File: src/icsm_regs.svh
// Register offsets, field positions, reset values, FLL multiplier and source codes of the clock source control
//
// Function
// - Bus divider bits 7:6 divide by 1,2,4,8; reset value 01.
// - Bit 5 drives oscillator range: 0 low, 1 high.
// - Bit 4 drives oscillator gain: 0 low power, 1 high gain.
// - Bit 3 set disables the FLL while bypassed; clear keeps it running.
// - Bit 2 requests reference source: 0 external clock, 1 oscillator.
// - Bit 1 gates external reference onto auxiliary clock output.
// - Bit 0 keeps external reference alive in stop if enabled or external mode.
// - Trim field sets reference period, binary weighted, larger value longer.
// - Fine trim set lengthens period one step; clear shortens one step.
// - Status bits 3-2 report applied clock mode, after synchronisation delay.
// - Oscillator ready flag sets when init done, requested and reference used.
// - Oscillator ready flag clears only when out enable or request cleared.
// - Source 00 with internal reference gives engaged internal mode, internal reference on.
// - Engaged FLL locks to 512 times the divided reference.
// - Source 00 with external reference gives engaged external mode.
// - Source 01, internal, low power 0: output internal, FLL keeps locking.
// - Source 01, internal, low power 1: output internal, FLL disabled.
// - External modes keep external reference on; internal modes internal reference.
// - Source select 00 FLL, 01 internal, 10 external, 11 behaves as 00.
// - Reference select: 0 external reference, 1 internal reference for FLL.
// - Reference divider divides by 1 to 128 in powers of two; resets 000.
`ifndef ICSM_REGS_SVH
`define ICSM_REGS_SVH

// ****************************************
// Register byte offsets
// ****************************************
`define ICSM_OFF_CTRL1 12'h000
`define ICSM_OFF_CTRL2 12'h004
`define ICSM_OFF_TRIM 12'h008
`define ICSM_OFF_STAT 12'h00C

// ****************************************
// Field positions
// ****************************************
`define ICSM_C1_SRC_HI 7
`define ICSM_C1_SRC_LO 6
`define ICSM_C1_REFERENCE_DIVIDER_HI 5
`define ICSM_C1_REFERENCE_DIVIDER_LO 3
`define ICSM_C1_IREF 2
`define ICSM_C1_IREN 1
`define ICSM_C1_ISTEN 0
`define ICSM_C2_BUS_DIVIDER_HI 7
`define ICSM_C2_BUS_DIVIDER_LO 6
`define ICSM_C2_RANGE 5
`define ICSM_C2_HGO 4
`define ICSM_C2_LP 3
`define ICSM_C2_OSCREQ 2
`define ICSM_C2_EREN 1
`define ICSM_C2_ESTEN 0
`define ICSM_ST_MODE_HI 3
`define ICSM_ST_MODE_LO 2
`define ICSM_ST_OSCRDY 1
`define ICSM_ST_FINE_TRIM 0

// ****************************************
// Reset values and constants
// ****************************************
`define ICSM_CTRL1_RST 8'h04
`define ICSM_CTRL2_RST 8'h40
`define ICSM_FLL_MULT 10'h200
`define ICSM_SRC_FLL 2'h0
`define ICSM_SRC_INT 2'h1
`define ICSM_SRC_EXT 2'h2

`endif

File: src/icsm_pkg.sv
// Types shared by the clock source control
package icsm_pkg;

  // Applied clock mode, as shown in the status field
  typedef enum logic [1:0] {
    ICSM_MODE_FLL = 2'h0,
    ICSM_MODE_INT = 2'h1,
    ICSM_MODE_EXT = 2'h2,
    ICSM_MODE_RSV = 2'h3
  } icsm_mode_t;

  // Controls presented to the external oscillator
  typedef struct packed {
    logic range_high;
    logic high_gain;
    logic osc_request;
    logic enable;
  } icsm_osc_ctrl_t;

  // Controls presented to the FLL
  typedef struct packed {
    logic enable;
    logic ref_internal;
    logic [2:0] ref_div;
    logic [9:0] multiplier;
  } icsm_fll_ctrl_t;

endpackage : icsm_pkg

File: src/icsm_top.sv
// Clock source control: registers, mode selection, oscillator and FLL controls
`include "icsm_regs.svh"

module icsm_top (
  input wire logic CLOCK, // System clock, 25 MHz
  input wire logic RESET_N, // Asynchronous reset, active low
  input wire logic PSEL, // APB select
  input wire logic PENABLE, // APB access phase
  input wire logic PWRITE, // APB direction
  input wire logic [11:0] PADDR, // APB byte address
  input wire logic [31:0] PWDATA, // APB write data
  output logic [31:0] PRDATA, // APB read data
  output logic PREADY, // APB ready
  output logic PSLVERR, // APB error on unmapped address
  input wire logic STOP_REQ, // Device in stop, same domain
  input wire logic OSC_INIT_DONE, // Oscillator init cycles done, async pin
  input wire logic EXT_CLK_OK, // External reference running, async pin
  output icsm_pkg::icsm_osc_ctrl_t OSC_CTRL, // Oscillator controls
  output icsm_pkg::icsm_fll_ctrl_t FLL_CTRL, // FLL controls
  output logic [8:0] INT_REF_TRIM, // Internal reference period code
  output logic INT_REF_ENABLE, // Internal reference running
  output logic AUX_INT_CLK_EN, // Internal reference offered as aux clock
  output logic AUX_EXT_CLK_EN, // External reference offered as aux clock
  output logic [1:0] OUT_SRC_SEL, // Applied output clock source
  output logic [1:0] BUS_DIV_SEL, // Bus divider select
  output logic BUS_CLK_EN // Bus clock enable pulse
);
  import icsm_pkg::*;

  // ****************************************
  // Registers
  // ****************************************
  logic [7:0] ctrl1_r;
  logic [7:0] ctrl2_r;
  logic [7:0] trim_r;
  logic fine_trim_r;
  logic osc_ready_flag_r;
  logic [1:0] mode_meta_r;
  icsm_mode_t clock_mode_status_r;
  logic [1:0] osc_done_sync_r;
  logic [1:0] ext_ok_sync_r;
  logic [1:0] applied_src_r;
  logic [2:0] bus_cnt_r;
  logic [31:0] prdata_r;
  logic stop_ext_mode_r;
  logic stop_d_r;

  logic [1:0] source_select;
  logic [2:0] reference_divider;
  logic fll_reference_select;
  logic int_ref_out_enable;
  logic int_ref_stop_enable;
  logic [1:0] bus_divider;
  logic fll_low_power;
  logic ext_ref_osc_request;
  logic ext_ref_out_enable;
  logic ext_ref_stop_enable;
  logic [1:0] src_req;
  logic [1:0] src_nxt;
  logic ext_mode;
  logic int_mode;
  logic ext_in_use;
  logic wr_acc;
  logic rd_setup;
  logic addr_ok;
  logic osc_ready_flag_nxt;
  logic osc_clr;
  logic [2:0] bus_max;
  logic [7:0] stat_rd;
  logic ctrl2_wr;
  logic req_after;
  logic eren_after;
  logic fll_on;

  // Field views
  assign source_select = ctrl1_r[`ICSM_C1_SRC_HI:`ICSM_C1_SRC_LO];
  assign reference_divider = ctrl1_r[`ICSM_C1_REFERENCE_DIVIDER_HI:`ICSM_C1_REFERENCE_DIVIDER_LO];
  assign fll_reference_select = ctrl1_r[`ICSM_C1_IREF];
  assign int_ref_out_enable = ctrl1_r[`ICSM_C1_IREN];
  assign int_ref_stop_enable = ctrl1_r[`ICSM_C1_ISTEN];
  assign bus_divider = ctrl2_r[`ICSM_C2_BUS_DIVIDER_HI:`ICSM_C2_BUS_DIVIDER_LO];
  assign fll_low_power = ctrl2_r[`ICSM_C2_LP];
  assign ext_ref_osc_request = ctrl2_r[`ICSM_C2_OSCREQ];
  assign ext_ref_out_enable = ctrl2_r[`ICSM_C2_EREN];
  assign ext_ref_stop_enable = ctrl2_r[`ICSM_C2_ESTEN];

  // ****************************************
  // APB slave
  // ****************************************
  assign addr_ok = (PADDR == `ICSM_OFF_CTRL1) || (PADDR == `ICSM_OFF_CTRL2) ||
                   (PADDR == `ICSM_OFF_TRIM) || (PADDR == `ICSM_OFF_STAT);
  assign wr_acc = PSEL && PENABLE && PWRITE && addr_ok;
  assign rd_setup = PSEL && !PENABLE && !PWRITE;
  assign PREADY = 1'b1;
  assign PSLVERR = PSEL && PENABLE && !addr_ok;
  assign PRDATA = prdata_r;

  // Status read view, reserved bits read zero
  assign stat_rd = {4'h0, clock_mode_status_r, osc_ready_flag_r, fine_trim_r};

  // Read data captured in the setup phase
  always_ff @(posedge CLOCK or negedge RESET_N) begin
    if (!RESET_N) begin
      prdata_r <= 32'h0000_0000;
    end else if (rd_setup) begin
      case (PADDR)
        `ICSM_OFF_CTRL1: prdata_r <= {24'h00_0000, ctrl1_r};
        `ICSM_OFF_CTRL2: prdata_r <= {24'h00_0000, ctrl2_r};
        `ICSM_OFF_TRIM: prdata_r <= {24'h00_0000, trim_r};
        `ICSM_OFF_STAT: prdata_r <= {24'h00_0000, stat_rd};
        default: prdata_r <= 32'h0000_0000;
      endcase
    end
  end

  // Control registers, reset to default engaged internal mode
  always_ff @(posedge CLOCK or negedge RESET_N) begin
    if (!RESET_N) begin
      ctrl1_r <= `ICSM_CTRL1_RST;
      ctrl2_r <= `ICSM_CTRL2_RST;
    end else if (wr_acc) begin
      if (PADDR == `ICSM_OFF_CTRL1) begin
        ctrl1_r <= PWDATA[7:0];
      end
      if (PADDR == `ICSM_OFF_CTRL2) begin
        ctrl2_r <= PWDATA[7:0];
      end
    end
  end

  // Trim storage has no reset so calibration survives
  always_ff @(posedge CLOCK) begin
    if (wr_acc && (PADDR == `ICSM_OFF_TRIM)) begin
      trim_r <= PWDATA[7:0];
    end
    if (wr_acc && (PADDR == `ICSM_OFF_STAT)) begin
      fine_trim_r <= PWDATA[`ICSM_ST_FINE_TRIM];
    end
  end

  // Period code, trim above fine trim, binary weighted
  assign INT_REF_TRIM = {trim_r, fine_trim_r};

  // ****************************************
  // Pin synchronisers
  // ****************************************
  always_ff @(posedge CLOCK or negedge RESET_N) begin
    if (!RESET_N) begin
      osc_done_sync_r <= 2'h0;
      ext_ok_sync_r <= 2'h0;
    end else begin
      osc_done_sync_r <= {osc_done_sync_r[0], OSC_INIT_DONE};
      ext_ok_sync_r <= {ext_ok_sync_r[0], EXT_CLK_OK};
    end
  end

  // ****************************************
  // Mode selection
  // ****************************************
  // Reserved source code behaves as FLL
  assign src_req = (source_select == `ICSM_SRC_EXT) ? `ICSM_SRC_EXT :
                   (source_select == `ICSM_SRC_INT) ? `ICSM_SRC_INT : `ICSM_SRC_FLL;

  // External selection waits for a running external clock
  assign src_nxt = ((src_req == `ICSM_SRC_EXT) && !ext_ok_sync_r[1]) ? applied_src_r : src_req;

  // Applied multiplexer selection
  always_ff @(posedge CLOCK or negedge RESET_N) begin
    if (!RESET_N) begin
      applied_src_r <= `ICSM_SRC_FLL;
    end else begin
      applied_src_r <= src_nxt;
    end
  end

  // Status follows the applied selection through two stages
  always_ff @(posedge CLOCK or negedge RESET_N) begin
    if (!RESET_N) begin
      mode_meta_r <= `ICSM_SRC_FLL;
      clock_mode_status_r <= ICSM_MODE_FLL;
    end else begin
      mode_meta_r <= applied_src_r;
      clock_mode_status_r <= icsm_mode_t'(mode_meta_r);
    end
  end

  // External reference used by the applied mode
  assign ext_mode = (applied_src_r == `ICSM_SRC_EXT) ||
                    ((applied_src_r == `ICSM_SRC_FLL) && !fll_reference_select);
  assign int_mode = !ext_mode;
  assign ext_in_use = ext_ref_out_enable || ext_mode;

  // Remember whether an external mode was in effect at stop entry
  always_ff @(posedge CLOCK or negedge RESET_N) begin
    if (!RESET_N) begin
      stop_d_r <= 1'b0;
      stop_ext_mode_r <= 1'b0;
    end else begin
      stop_d_r <= STOP_REQ;
      if (STOP_REQ && !stop_d_r) begin
        stop_ext_mode_r <= ext_mode;
      end
    end
  end

  // ****************************************
  // Oscillator ready flag
  // ****************************************
  // Clear only when out enable or oscillator request is written to zero
  assign ctrl2_wr = wr_acc && (PADDR == `ICSM_OFF_CTRL2);
  assign osc_clr = ctrl2_wr &&
                   ((ext_ref_out_enable && !PWDATA[`ICSM_C2_EREN]) ||
                    (ext_ref_osc_request && !PWDATA[`ICSM_C2_OSCREQ]));

  // Set judged on the values being written, else a clear could never take
  assign req_after = ctrl2_wr ? PWDATA[`ICSM_C2_OSCREQ] : ext_ref_osc_request;
  assign eren_after = ctrl2_wr ? PWDATA[`ICSM_C2_EREN] : ext_ref_out_enable;

  // Set after the clear so a simultaneous set wins
  always_comb begin
    osc_ready_flag_nxt = osc_ready_flag_r;
    if (osc_clr) begin
      osc_ready_flag_nxt = 1'b0;
    end
    if (req_after && (eren_after || ext_mode) && osc_done_sync_r[1]) begin
      osc_ready_flag_nxt = 1'b1;
    end
  end

  always_ff @(posedge CLOCK or negedge RESET_N) begin
    if (!RESET_N) begin
      osc_ready_flag_r <= 1'b0;
    end else begin
      osc_ready_flag_r <= osc_ready_flag_nxt;
    end
  end

  // ****************************************
  // Reference and FLL controls
  // ****************************************
  // Oscillator range, gain and request straight from the second control register; enable from mode and stop
  always_comb begin
    OSC_CTRL.range_high = ctrl2_r[`ICSM_C2_RANGE];
    OSC_CTRL.high_gain = ctrl2_r[`ICSM_C2_HGO];
    OSC_CTRL.osc_request = ext_ref_osc_request;
    if (STOP_REQ) begin
      OSC_CTRL.enable = ext_ref_stop_enable && (ext_ref_out_enable || stop_ext_mode_r);
    end else begin
      OSC_CTRL.enable = ext_in_use || (fll_on && !fll_reference_select);
    end
  end

  // Aux external clock gated by out enable, and in stop by stop enable
  assign AUX_EXT_CLK_EN = ext_ref_out_enable && (!STOP_REQ || ext_ref_stop_enable);

  // Internal reference on in internal modes or when offered as aux clock; in stop only if stop enable is set
  assign INT_REF_ENABLE = STOP_REQ ? (int_ref_stop_enable && (int_ref_out_enable || !stop_ext_mode_r)) :
                          (int_mode || int_ref_out_enable || (fll_on && fll_reference_select));
  assign AUX_INT_CLK_EN = int_ref_out_enable && (!STOP_REQ || int_ref_stop_enable);

  // FLL off in stop and in low power bypass, locking at 512 times divided reference
  // Running FLL also keeps its chosen reference alive
  assign fll_on = !STOP_REQ &&
                  !((applied_src_r != `ICSM_SRC_FLL) && fll_low_power);

  always_comb begin
    FLL_CTRL.enable = fll_on;
    FLL_CTRL.ref_internal = fll_reference_select;
    FLL_CTRL.ref_div = reference_divider;
    FLL_CTRL.multiplier = `ICSM_FLL_MULT;
  end

  assign OUT_SRC_SEL = applied_src_r;
  assign BUS_DIV_SEL = bus_divider;

  // ****************************************
  // Bus divider
  // ****************************************
  // Terminal count 0, 1, 3 or 7 gives divide by 1, 2, 4 or 8
  assign bus_max = 3'((4'h1 << bus_divider) - 4'h1);

  always_ff @(posedge CLOCK or negedge RESET_N) begin
    if (!RESET_N) begin
      bus_cnt_r <= 3'h0;
    end else if (STOP_REQ || bus_cnt_r >= bus_max) begin
      bus_cnt_r <= 3'h0;
    end else begin
      bus_cnt_r <= bus_cnt_r + 3'h1;
    end
  end

  assign BUS_CLK_EN = !STOP_REQ && (bus_cnt_r >= bus_max);

endmodule : icsm_top

File: config.mk
export PLATFORM = sky130hd
export DESIGN_NAME = icsm_top
export DESIGN_NICKNAME = d
export VERILOG_FILES = /design/src/icsm_pkg.sv /design/src/icsm_top.sv
export VERILOG_INCLUDE_DIRS = /design/src /design/src/src
export SDC_FILE = /design/constraint.sdc
export NUM_CORES = 1
export LEC_CHECK = 0
export BUFFER_PORTS_ARGS = -buffer_cell sky130_fd_sc_hd__buf_2
export CORE_UTILIZATION = 47
export CTS_CLUSTER_SIZE = 16
export DETAILED_ROUTE_END_ITERATION = 12
export PLACE_DENSITY = 0.84
export SYNTH_ARGS = -nofsm -noshare
export SYNTH_HDL_FRONTEND = slang
export SYNTH_SLANG_ARGS = --single-unit
File: constraint.sdc
create_clock -name CLOCK -period 2.1 [get_ports CLOCK]
set_input_delay 0.42 -clock CLOCK [delete_from_list [all_inputs] [get_ports CLOCK]]
set_output_delay 0.42 -clock CLOCK [all_outputs]
set_load 0.01 [all_outputs]
==> flow_metrics.tcl, run 1 <==
set metrics [dict create \
    setup_viol 1 \
    routed_wl_mm 5.115 \
    placed_cell_area_um2 2779 \
    worst_pin_slew_ns 0.4677 \
    cts_buffers 5 \
    die_area_um2 5790 \
    drive_gt1_share_pct 37.54 \
    syn2layout_area_growth_pct 12.95 \
    clock_sinks 49 \
    initial_core_util_pct 49.57 \
    power_density_nw_per_um2 663.3 \
    crit_path_top_delay_cell "dfrtp_1" \
    cp-end-kind "output port" \
    dr.pass1.iters 4 \
    critPathMaxStageDelay_ns 0.39 \
    avgSynthCellArea_um2 11.47 \
    cts-root-buf "clkbuf_8" \
    hold_path.class "input port to asynchronous set/reset pin" \
    tritoncts "done" \
    drtIter0Drc 80 \
    routabilityCongestion 0.8081 \
    synth-edff-count 9 \
    crit_path_start_kind "register" \
    reg2reg_slack_ns 0.40 \
    grt_max_degree 41 \
    stdcell_count 355 \
    async_flop_share_pct 81.63 \
    io_pins 122 \
    clk_pin_slew_worst_paths_ns 0.08 \
    final_area_um2 2914 \
    critical_path_class "register to output port" \
    post-route-util_pct 55.99 \
    finalCritPeriodShare_pct 103.9 \
    fin_ws_ns -0.08167 \
    cap_violations 0 \
    reg2reg_depth 6 \
    final_cell_mix "buf_2 (62), dfrtp_1 (37), conb_1 (35), nand2_1 (15)" \
    ys_types 46 \
    hold_viol 0 \
    violations "negative setup slack" \
    htree_levels 2 \
    synth_warnings 0 \
    grt_first_pass_wirelength_mm 8.335 \
    drc 0 \
    ys_seq_elements 49 \
    drtAntennaViolNets 0 \
    status "finished, violations left" \
    slew_viol_final 0 \
    max_freq_mhz 458.4 \
    wl_per_cell_um 14.41 \
    track_usage_pct 18.63 \
    die_x_um 76.09 \
    r2r_start "ctrl2_r[7]$_DFFE_PN0N_" \
    relSlewSlack_pct 68.01 \
    clk_latency_ns 0.30 \
    clockBufferDepth 2 \
    crit_arrival_ns 1.76 \
    n_antenna_cell 0 \
    grt-ovfl-total 0 \
    antenna_found_initial 0 \
    port_buffers 62 \
    min_period_ns 2.182 \
    synthCells 225 \
    ys.flop_type "dfrtp_1" \
    grt_setup_unrepaired "true" \
    path_cells "or2_4 -> ha_4 -> nand2b_4 -> a21o_1 -> a21oi_2 -> nor2_1 -> buf_2" \
    row_count 26 \
    power.leakage_nw 1.429 \
    core_area_um2 5205 \
    die_h_um 76.09 \
    yosysTopAreaCell "dfrtp_1" \
    via_count 1758 \
    grt_pass1_vias 1690 \
    hpwl_mm 3.747 \
    n_fill_cell 463 \
    placedCellCount 347 \
    crit_start "ctrl2_r[7]$_DFFE_PN0N_" \
    vdd_ir_drop_max_mv 0.5038 \
    required_ns 1.68 \
    synth_top_area_share_pct 36.86 \
    finClkSkew_ns 0.007645 \
    final_common_cell "buf_2" \
    r2r_end "bus_cnt_r[0]$_DFF_PN0_" \
    avgViaCountPerCell 4.952 \
    synth_area_leaders "dfrtp_1 (37%), buf_4 (14%), edfxtp_1 (10%), mux2_2 (4.8%), mux4_2 (3.5%)" \
    nets 340 \
    netlist_area_um2 2580 \
    yosysSeqAreaShare_pct 49.37 \
    crit_fanout 2 \
]
[sequential cells by signal (all words and copies together) (netlist names)]
signal / flops
OUT_SRC_SEL: 2
stop_d_r: 1
osc_done_sync_r: 2
trim_r: 8
clock_mode_status_r: 2
fine_trim_r: 1
osc_ready_flag_r: 1
ctrl1_r: 8
PRDATA: 8
ctrl2_r: 8
bus_cnt_r: 3
stop_ext_mode_r: 1
ext_ok_sync_r: 2
mode_meta_r: 2
[kinds of logic after synthesis]
group | Yosys count | share of synthesized area (%)
adder cells (fa/ha/maj) | 4 | 1.940
XOR/XNOR | 1 | 0.3395
AND/OR/NAND/NOR | 50 | 11.54
AO/OA/AOI/OAI | 36 | 9.069
multiplexers | 21 | 10.67
buffers and inverters | 62 | 16.78
flip-flops | 49 | 49.37
other | 2 | 0.2911
[through the flow]
step	total power [mW]	worst slack, ns	hold WS (ns)	TNS (ns)
after global placement	1.254	0.1472	0.3315	0
after detailed placement	1.262	0.1192	0.3356	0
after CTS	1.942	-0.08788	0.1823	-0.08788
after global routing	2.028	-0.1434	0.1930	-0.1634
final	1.933	-0.08167	0.1714	-0.08167
after floorplan	1.224	0.2257	0.1244	0
[layout make-up]
type	count	area [um^2]	area share, %
multi-input combinational	147	1030	35.34
inverter	10	37.54	1.288
sequential	49	1275	43.75
timing repair buffer	71	377.9	12.97
clock inverter	2	33.78	1.159
tap	70	87.58	3.006
clock buffer	6	72.57	2.490
[routing by layer]
layer / GRT usage (%) / share of wire (%)
met3: 4.551 / 6.4
met4: 5.962 / 0.82
met5: 0 / 0
met1: 23.57 / 43
met2: 31.45 / 50
[worst max-delay path by stage]
stage / endpoint / slack, ns / cells past startpoint
6_report: BUS_CLK_EN / -0.08 / 7
2_1_floorplan: trim_r[0]$_DFFE_PP_ / 0.23 / 3
3_5_place_dp: BUS_CLK_EN / 0.12 / 7
4_1_cts: BUS_CLK_EN / -0.09 / 7
3_3_place_gp: BUS_CLK_EN / 0.15 / 7
5_1_grt: BUS_CLK_EN / -0.14 / 7
[cells in the mapped netlist, drive strengths merged (2+ instances only)]
library cell	count
ha	4
dfstp	2
clkbuf	2
a21oi	10
nor2b	2
o31ai	4
nand2	15
mux4	4
a2111oi	2
o21ai	11
mux2	12
nor4	2
dfrtp	38
buf	50
and2	3
inv	10
conb	2
edfxtp	9
nand4	6
mux2i	5
nor3	2
nor3b	2
nor2	11
[timing repair]
item,CTS,global route
hold buffers,0,0
resized for setup,4,2
setup endpoints to repair,1,3
buffers inserted,0,0
pin swaps,4,0
[worst max-delay path, delay by kind of cell (launching register included)]
kind / cells / cell delay (ns)
AO/OA/AOI/OAI: 2 / 0.30
buffers and inverters: 1 / 0.14
adder cells (fa/ha/maj): 1 / 0.20
AND/OR/NAND/NOR: 3 / 0.44
flip-flops: 1 / 0.39
[power breakdown]
| part | internal (mW) | leakage (nW) | switching (mW) |
|---|---|---|---|
| registers | 0.996 | 0.588 | 0.0173 |
| logic | 0.116 | 0.788 | 0.153 |
| clock network | 0.352 | 0.0528 | 0.299 |
(Power assumes the default switching activity.)
==> run 2: changes to the inputs <==
CELL_PAD_IN_SITES_DETAIL_PLACEMENT = 0   (was default)
CELL_PAD_IN_SITES_GLOBAL_PLACEMENT = 1   (was default)
CORE_UTILIZATION = 35   (was 47)
PLACE_DENSITY = 0.83   (was 0.84)
==> run 2 against run 1 <==
The run still ends with negative setup slack left. Non-clock buffer count up 4. Flip-flop and latch count unchanged. Die area up 33%. Combinational power up 1%.
==> flow_metrics.tcl, run 2 (same netlist as run 1, synthesis figures left out) <==
set metrics [dict create \
    status "finished, violations left" \
    violations "negative setup slack" \
    drc 0 \
    fin_ws_ns -0.04878 \
    crit_arrival_ns 1.73 \
    cts_buffers 5 \
    placedCellCount 377 \
    clock_sinks 49 \
    clk_pin_slew_worst_paths_ns 0.09 \
    die_x_um 87.86 \
    final_common_cell "buf_2" \
    required_ns 1.68 \
    power_density_nw_per_um2 660.3 \
    p_int_mw 1.472 \
    final_cell_mix "buf_2 (62), dfrtp_1 (38), conb_1 (35), nand2_1 (15), buf_4 (13)" \
    nets 344 \
    reg2reg_slack_ns 0.41 \
    path_cells "or2_4 -> ha_4 -> nand2b_4 -> a21o_1 -> a21oi_2 -> nor2_1 -> buf_2" \
    die_area_um2 7719 \
    cp_num_buf_inv 1 \
    routed_wl_mm 5.413 \
    finClkSkew_ns 0.01069 \
    via_count 1710 \
    setup_viol 1 \
    grt_first_pass_wirelength_mm 8.480 \
    cp-end-kind "output port" \
    worst_pin_slew_ns 0.5197 \
    cts_hold_repair.buffers 0 \
    hold_viol 0 \
    hpwl_mm 4.093 \
    grt_setup_unrepaired "true" \
    n_fill_cell 699 \
    critical_path_class "register to output port" \
    post-route-util_pct 42.92 \
    port_buffers 62 \
    syn2layout_area_growth_pct 15.52 \
    min_period_ns 2.149 \
    core_area_um2 6944 \
    tritoncts "done" \
    wl_per_cell_um 14.06 \
    initial_core_util_pct 37.15 \
    drtIter0Drc 58 \
    grt-ovfl-total 0 \
    avgViaCountPerCell 4.442 \
    tns_ns -0.04878 \
    clkPwrFrac_pct 34.6 \
    seq_power_share_pct 51.5 \
    clockBufferDepth 2 \
    slew_viol_final 0 \
    clk_latency_ns 0.31 \
    sw_frac_of_total_pct 25.20 \
    crit_path_top_delay_cell "dfstp_2" \
    combPwrFrac_pct 13.9 \
    r2r_end "bus_cnt_r[2]$_DFF_PN0_" \
    crit_path_start_kind "register" \
    n_antenna_cell 0 \
    cts-root-buf "clkbuf_8" \
    pre_cts_slack_ns 0.1052 \
    r2r_start "ctrl2_r[6]$_DFFE_PN1N_" \
    io_pins 122 \
    timing.hold.ws_ns 0.1595 \
    vdd_ir_drop_max_mv 0.3511 \
    htree_levels 2 \
    cap_violations 0 \
    row_count 30 \
    die_h_um 87.86 \
    max_freq_mhz 465.4 \
    reg2reg_depth 6 \
    critPathTopFamily "flip-flops" \
    grt_max_degree 41 \
    finalCritPeriodShare_pct 102.3 \
    grt_pass1_vias 1673 \
    drive_gt1_share_pct 38.75 \
    hold_path.class "input port to asynchronous set/reset pin" \
    routabilityCongestion 0.7845 \
    relSlewSlack_pct 65.35 \
    dr.pass1.iters 4 \
    stdcell_count 385 \
    critPathMaxStageDelay_ns 0.54 \
    crit_fanout 2 \
    power.switching_uw 495.8 \
    power.leakage_nw 1.459 \
    track_usage_pct 14.85 \
    antenna_found_initial 0 \
    drtAntennaViolNets 0 \
]
## run 2: how the worst max path moves through the flow
stage | slack (ns) | startpoint | endpoint | cells after the start
after detailed placement | 0.11 | PADDR[7] | ctrl1_r[0]$_DFFE_PN0P_ | 6
after CTS | -0.07 | ctrl2_r[6]$_DFFE_PN1N_ | BUS_CLK_EN | 7
after global routing | -0.13 | ctrl2_r[6]$_DFFE_PN1N_ | BUS_CLK_EN | 7
after global placement | 0.11 | PADDR[7] | ctrl1_r[5]$_DFFE_PN0P_ | 6
after floorplan | 0.23 | PADDR[11] | trim_r[0]$_DFFE_PP_ | 3
final | -0.05 | ctrl2_r[6]$_DFFE_PN1N_ | BUS_CLK_EN | 7
## run 2: through the flow
stage	area (um^2)	power (mW)
2_1_floorplan	2709	1.224
3_3_place_gp	2841	1.260
3_5_place_dp	2841	1.271
4_1_cts	2977	1.978
5_1_grt	2980	2.062
6_report	2980	1.968
## run 2: metal layers
| metal | vias to the layer above | wire [um] | global-route usage, % |
|---|---|---|---|
| li1 | 826 | - | - |
| met1 | 817 | 2361 | 18.81 |
| met3 | 5 | 325 | 3.487 |
| met5 | - | 0 | 0 |
| met2 | 62 | 2668 | 25.23 |
| met4 | 0 | 58 | 4.471 |
## run 2: worst reg2reg max path: stages, from the launching register on
cell	delay, ns
dfstp_2	0.54
or2_4	0.12
ha_4	0.18
nand2b_4	0.13
a21o_1	0.18
a211oi_1	0.33
and2_1	0.17
## run 2: what timing repair did
item	CTS	global route
pin swaps	2	0
setup endpoints to repair	1	2
setup buffers	0	0
resized for setup	3	1
## run 2: power by group through the flow
stage | Combinational, mW | Clock (mW) | Sequential, mW
after floorplan | 0.195 | 0 | 1.03
after global placement | 0.229 | 0 | 1.03
after detailed placement | 0.238 | 0 | 1.03
after CTS | 0.268 | 0.696 | 1.01
after global routing | 0.311 | 0.733 | 1.02
final | 0.273 | 0.681 | 1.01
## run 2: layout make-up
cell class                      instances  area (um^2)  share of cell area (%)
Sequential cell                        49         1274                   42.74
Multi-Input combinational cell        147         1028                   34.51
Timing Repair Buffer                   75        407.9                   13.69
Tap cell                               96        120.1                   4.030
Clock buffer                            5        68.82                   2.309
Clock inverter                          3        43.79                   1.469
Inverter                               10        37.54                   1.259
